$ cat src/hw/pisoreader_pkg.sv
// Shared constants and types for the parallel-in serial-out reader link.
package pisoreader_pkg;
    localparam int unsigned STAGE_COUNT    = 8;
    localparam int unsigned LAST_STAGE     = STAGE_COUNT - 1;
    localparam int unsigned CHAIN_DEVICES  = 1;
    localparam int unsigned FRAME_BITS     = STAGE_COUNT * CHAIN_DEVICES;
    localparam int unsigned CNT_W          = $clog2(FRAME_BITS + 1);
    localparam int unsigned SCK_HALF_DIV   = 4;
    localparam int unsigned DIV_W          = $clog2(SCK_HALF_DIV + 1);
    localparam int unsigned CHANNEL_PAIRS  = STAGE_COUNT / 2;
    localparam logic [STAGE_COUNT-1:0] STAGES_RESET = 8'h00;
    localparam logic [FRAME_BITS-1:0]  FRAME_RESET  = '0;

    typedef enum logic [2:0] {
        HS_IDLE    = 3'b000,
        HS_CAPTURE = 3'b001,
        HS_SETUP   = 3'b010,
        HS_HIGH    = 3'b011,
        HS_LOW     = 3'b100,
        HS_DONE    = 3'b101
    } host_state_t;
endpackage

$ cat src/hw/pisoreader_if.sv
// Link between the shift-register device end and the host end.
interface pisoreader_if;
    logic capture_strobe_n;
    logic shift_gate_n;
    logic shift_clk;
    logic serial_out;
    logic serial_in;

    modport device_mp (
        input  capture_strobe_n,
        input  shift_gate_n,
        input  shift_clk,
        input  serial_in,
        output serial_out
    );
    modport host_mp (
        output capture_strobe_n,
        output shift_gate_n,
        output shift_clk,
        output serial_in,
        input  serial_out
    );
endinterface

$ cat src/hw/pisoreader_host.sv
// Host end: issues capture, generates shift clock, collects a frame.
module pisoreader_host
    import pisoreader_pkg::*;
(
    input  wire logic                  CORE_CLK_IN,
    input  wire logic                  RESETN_IN,
    pisoreader_if.host_mp              link,
    input  wire logic                  START_IN,
    output logic                       BUSY_OUT,
    output logic                       DONE_OUT,
    output logic [FRAME_BITS-1:0]      FRAME_OUT,
    output logic [CHANNEL_PAIRS-1:0]   PAIRED_OUT
);
    typedef struct packed {
        host_state_t           state;
        logic [DIV_W-1:0]      div;
        logic [CNT_W-1:0]      bits;
        logic [1:0]            sout_sync;
        logic [FRAME_BITS-1:0] shreg;
        logic [FRAME_BITS-1:0] frame;
        logic                  done;
        logic                  strobe_n;
        logic                  gate_n;
        logic                  sclk;
    } host_st_t;

    host_st_t st_q;
    host_st_t st_d;
    logic     tick;

    assign tick = (st_q.div == DIV_W'(SCK_HALF_DIV - 1));

    always_comb begin
        st_d           = st_q;
        st_d.done      = 1'b0;
        st_d.sout_sync = {st_q.sout_sync[0], link.serial_out};
        st_d.div       = tick ? '0 : st_q.div + DIV_W'(1);
        if (st_q.state == HS_IDLE) begin
            st_d.div = '0;
        end
        unique case (st_q.state)
            HS_IDLE: begin
                if (START_IN) begin
                    st_d.state    = HS_CAPTURE;
                    st_d.strobe_n = 1'b0;
                end
            end
            HS_CAPTURE: begin
                // Strobe low long enough for the device's sync chain.
                if (tick) begin
                    st_d.strobe_n = 1'b1;
                    st_d.state    = HS_SETUP;
                    st_d.bits     = '0;
                end
            end
            HS_SETUP: begin
                // Gate low before and during every edge.
                if (tick) begin
                    st_d.gate_n = 1'b0;
                    st_d.state  = HS_LOW;
                end
            end
            HS_LOW: begin
                // Sample before the rising edge, the bit has been stable half a period.
                if (tick) begin
                    st_d.shreg = {st_q.shreg[FRAME_BITS-2:0], st_q.sout_sync[1]};
                    st_d.sclk  = 1'b1;
                    st_d.bits  = st_q.bits + CNT_W'(1);
                    st_d.state = HS_HIGH;
                end
            end
            HS_HIGH: begin
                if (tick) begin
                    st_d.sclk = 1'b0;
                    st_d.state = (st_q.bits == CNT_W'(FRAME_BITS)) ? HS_DONE : HS_LOW;
                end
            end
            HS_DONE: begin
                st_d.gate_n = 1'b1;
                st_d.frame  = st_q.shreg;
                st_d.done   = 1'b1;
                st_d.state  = HS_IDLE;
            end
            default: st_d.state = HS_IDLE;
        endcase
    end

    always_ff @(posedge CORE_CLK_IN or negedge RESETN_IN) begin
        if (!RESETN_IN) begin
            st_q          <= '0;
            st_q.state    <= HS_IDLE;
            st_q.shreg    <= FRAME_RESET;
            st_q.frame    <= FRAME_RESET;
            st_q.strobe_n <= 1'b1;
            st_q.gate_n   <= 1'b1;
        end else begin
            st_q <= st_d;
        end
    end

    // Adjacent bit pairs form one channel.
    generate
        for (genvar i = 0; i < CHANNEL_PAIRS; i++) begin : g_pair
            assign PAIRED_OUT[i] = st_q.frame[2*i] | st_q.frame[2*i+1];
        end
    endgenerate

    assign link.capture_strobe_n = st_q.strobe_n;
    assign link.shift_gate_n     = st_q.gate_n;
    assign link.shift_clk        = st_q.sclk;
    assign link.serial_in        = 1'b0;
    assign BUSY_OUT              = (st_q.state != HS_IDLE);
    assign DONE_OUT              = st_q.done;
    assign FRAME_OUT             = st_q.frame;
endmodule

$ cat src/flat_wrapper.sv
// flat-port wrapper written by rule: the top's interface ports become plain ports
module pisoreader_host_flat import pisoreader_pkg::*;
  (CORE_CLK_IN, RESETN_IN, START_IN, BUSY_OUT, DONE_OUT, FRAME_OUT, PAIRED_OUT, link_capture_strobe_n, link_shift_gate_n, link_shift_clk, link_serial_in, link_serial_out);
  pisoreader_if link_i ();
  input  wire logic CORE_CLK_IN;
  input  wire logic RESETN_IN;
  input  wire logic START_IN;
  output logic BUSY_OUT;
  output logic DONE_OUT;
  output logic [FRAME_BITS-1:0] FRAME_OUT;
  output logic [CHANNEL_PAIRS-1:0] PAIRED_OUT;
  output wire logic [$bits(link_i.capture_strobe_n)-1:0] link_capture_strobe_n;
  output wire logic [$bits(link_i.shift_gate_n)-1:0] link_shift_gate_n;
  output wire logic [$bits(link_i.shift_clk)-1:0] link_shift_clk;
  output wire logic [$bits(link_i.serial_in)-1:0] link_serial_in;
  input wire logic [$bits(link_i.serial_out)-1:0] link_serial_out;
  assign link_capture_strobe_n = link_i.capture_strobe_n;
  assign link_shift_gate_n = link_i.shift_gate_n;
  assign link_shift_clk = link_i.shift_clk;
  assign link_serial_in = link_i.serial_in;
  assign link_i.serial_out = link_serial_out;
  pisoreader_host u_core (.CORE_CLK_IN(CORE_CLK_IN), .RESETN_IN(RESETN_IN), .link(link_i), .START_IN(START_IN), .BUSY_OUT(BUSY_OUT), .DONE_OUT(DONE_OUT), .FRAME_OUT(FRAME_OUT), .PAIRED_OUT(PAIRED_OUT));
endmodule
$ cat config.mk
export PLATFORM = sky130hd
export DESIGN_NAME = pisoreader_host_flat
export DESIGN_NICKNAME = d
export VERILOG_FILES = /design/src/hw/pisoreader_pkg.sv /design/src/hw/pisoreader_if.sv /design/src/hw/pisoreader_host.sv /design/src/flat_wrapper.sv
export SDC_FILE = /design/constraint.sdc
export NUM_CORES = 1
export LEC_CHECK = 0
export BUFFER_PORTS_ARGS = -buffer_cell sky130_fd_sc_hd__buf_4
export CAP_MARGIN = 20
export CORE_ASPECT_RATIO = 0.8
export CORE_MARGIN = 1
export CORE_UTILIZATION = 55
export CTS_BUF_LIST = sky130_fd_sc_hd__clkbuf_16
export CTS_CLUSTER_SIZE = 12
export DETAILED_ROUTE_END_ITERATION = 12
export PLACE_DENSITY = 0.83
export SLEW_MARGIN = 10
export SYNTH_ARGS = -nofsm -noshare
export SYNTH_HDL_FRONTEND = slang
export SYNTH_SLANG_ARGS = --single-unit
$ cat constraint.sdc
create_clock -name CORE_CLK_IN -period 2 [get_ports CORE_CLK_IN]
set_input_delay 0.1 -clock CORE_CLK_IN [delete_from_list [all_inputs] [get_ports CORE_CLK_IN]]
set_output_delay 0.1 -clock CORE_CLK_IN [all_outputs]
set_load 0.05 [all_outputs]
==> metrics.cfg <==
[sta]
rsz0062_at_grt=no
max_slew_margin_pct=65.2
finalSetupViolations=0
finalHoldViolCount=0
fmax_ghz=0.566
period_needed_ns=1.77
clock_skew_ns=0.00633
max_slew.worst_pin.slew_ns=0.521
holdWs_ns=0.120
final_max_slew_viol_count=0
finalCritPeriodShare_pct=88.4
tns_ns=0

[job]
max_cap_viol_count=0

[drt]
drt_iter0_drc=31
wl_met3_um=194
via_per_inst=5.55
met2_length_mm=1.26
wl_met1_mm=1.12
via_count=977
first_pass_iters=5
postRouteWirelength_mm=2.60
wl_per_cell_um=14.8
ant_nets=0
route.detailed.drc=0
dr.max_layer_used=met4

[pwr]
p_total_uw=1370
cellPowerDensity_mw_per_mm2=784
peakVddDrop_mv=0.641
leakage_uw=0.000849

[floorplanning]
die_y_um=48.6
rows=16
die_area_mm2=0.00293
core_mm2=0.00250
io_pins=22
start_util_pct=59.6
die_x_um=60.2

[global_route]
grt_max_degree=33
antenna_found_initial=0
grt_pass1_vias=939
grt_first_pass_wirelength_mm=4.58
groute.usage.overall_pct=22.0
overflow=0

[worst_hold_path]
min_to=u_core.link.capture_strobe_n
worstHoldPathCells=3
hp-class=in2reg
hp-start=START_IN

[cells_and_area]
fillers=188
layout-drive-gt1-share_pct=37.1
diodes=0
synthToLayoutAreaGrowth_pct=17.2
fin_cells=176
fin_nets=147
final_util_pct=69.9

[synthesis]
syn_area_mm2=0.00149
yosysUniqueCellTypes=38
postSynth.asyncResetShare_pct=100
ys.flop_type=dfrtp_1
synth_seq_area_share_pct=53.9
synthMostInstantiatedCell=dfrtp_1
yosys_warnings=0
synth_edf_count=0
synth_cells=125
synth_area_leaders=dfrtp_1 50%, mux2_2 12%, buf_4 4.5%, dfstp_2 3.5%, o21ai_0 2.7%
syn_nets=132
yosys.area.top_type=dfrtp_1
synth_seq_cells=32
avgSynthCellArea_um2=11.9
synth_top_area_share_pct=50.3
synth_common_cells=30 x dfrtp_1, 16 x mux2_2, 9 x buf_4, 8 x o21ai_0, 6 x inv_1

[worst_setup_path]
critPathArrivalTime_ns=1.92
startpoint_type=flop
r2r_setup_slack_ns=0.23
cp.required_ns=2.16
cp_max_fo=15
reg2reg_depth=3
r2r-start=u_core.st_q[31]
end_kind=flop
critPathKind=reg2reg
rr_endpoint=u_core.st_q[18]

[placed_design]
place_congestion=0.792
dp_cells=167
port_buffers=20
dp_hpwl_mm=1.80

[clocking]
clk_pin_slew_worst_paths_ns=0.05
cts_repair_resize_count=0
hold_buffers=2
htree_levels=2
cts.sinks=32
post_cts_buffers=0
numCtsBuffers=5
cts_tree=done
clkLatencyLatePin_ns=0.27
max-clock-path-buffers=2
cts_root_buffer=clkbuf_16

[status]
status=finished, final reports clean

==> cells by family after synthesis <==
| group | count (synthesis) | share of synthesized area, % |
|---|---|---|
| compound gates | 25 | 11.5 |
| xor+xnor | 1 | 0.587 |
| fa+ha+maj | 3 | 2.52 |
| buf+inv | 21 | 7.89 |
| flops | 32 | 53.9 |
| mux | 17 | 12.8 |
| other cells | 1 | 0.251 |
| simple gates | 25 | 10.7 |
==> cell type report <==
cell class,instances,area [um^2],share of cell area (%)
Clock buffer,5,125,7.16
Timing Repair Buffer,22,170,9.74
Multi-Input combinational cell,72,571,32.6
Sequential cell,32,803,46.0
Clock inverter,2,7.51,0.429
Inverter,7,26.3,1.50
Tap cell,36,45.0,2.58
==> worst max-delay path, stage by stage (launching register included) <==
cell and delay (ns):
dfrtp_1 0.65, inv_2 0.16, nor3_4 0.44, mux2_2 0.39
==> flip-flops by register name, summed over array words and instances (netlist names) <==
name                          flops
u_core.DONE_OUT                   1
u_core.st_q                      19
u_core.st_d                       1
u_core.link.shift_gate_n          1
u_core.FRAME_OUT                  8
u_core.link.shift_clk             1
u_core.link.capture_strobe_n      1
==> power by group <==
part	internal [uW]	leakage [uW]	total, uW	switching [uW]
combinational	10.1	0.000380	28.1	18.0
clock	443	0.0000648	683	240
sequential	656	0.000404	660	3.98
==> routing by layer <==
metal	up-vias	track usage [%]
met2	41	31.0
met4	0	7.75
met5	-	0
met3	2	9.36
met1	472	30.4
li1	462	-
==> placed cells by master, fill, tap and decap left out, types with 2 or more instances in the layout <==
cell / instances
a21oi_1: 2
a31o_2: 2
a31oi_1: 2
a41oi_1: 3
and2_1: 2
buf_4: 20
clkbuf_16: 5
clkinv_1: 2
dfrtp_1: 30
dfstp_2: 2
dlygate4sd3_1: 2
ha_1: 3
inv_1: 6
mux2_2: 16
nand2b_1: 2
nor2_1: 4
nor2b_1: 2
nor3_1: 2
nor3b_1: 2
o21ai_0: 8
o31ai_1: 2
or2_2: 4
==> how the worst max path moves through the flow <==
stage,startpoint,to,slack (ns),cells after the start
3_3_place_gp,u_core.st_q[30],u_core.st_q[19],0.33,3
4_1_cts,u_core.st_q[29],u_core.st_q[18],0.24,3
5_1_grt,u_core.st_q[31],u_core.st_q[17],0.12,3
2_1_floorplan,u_core.st_q[26],u_core.st_q[12],0.55,4
6_report,u_core.st_q[31],u_core.st_q[18],0.23,3
3_5_place_dp,u_core.st_q[29],u_core.st_q[18],0.25,3
==> stage by stage <==
stage / instance area, um^2 / setup WS [ns]
finish: 1750 / 0.232
global route: 1750 / 0.125
CTS: 1750 / 0.240
detailed placement: 1600 / 0.248
global placement: 1600 / 0.328
floorplan: 1490 / 0.554
No activity file was read; power rests on OpenSTA's default activity.
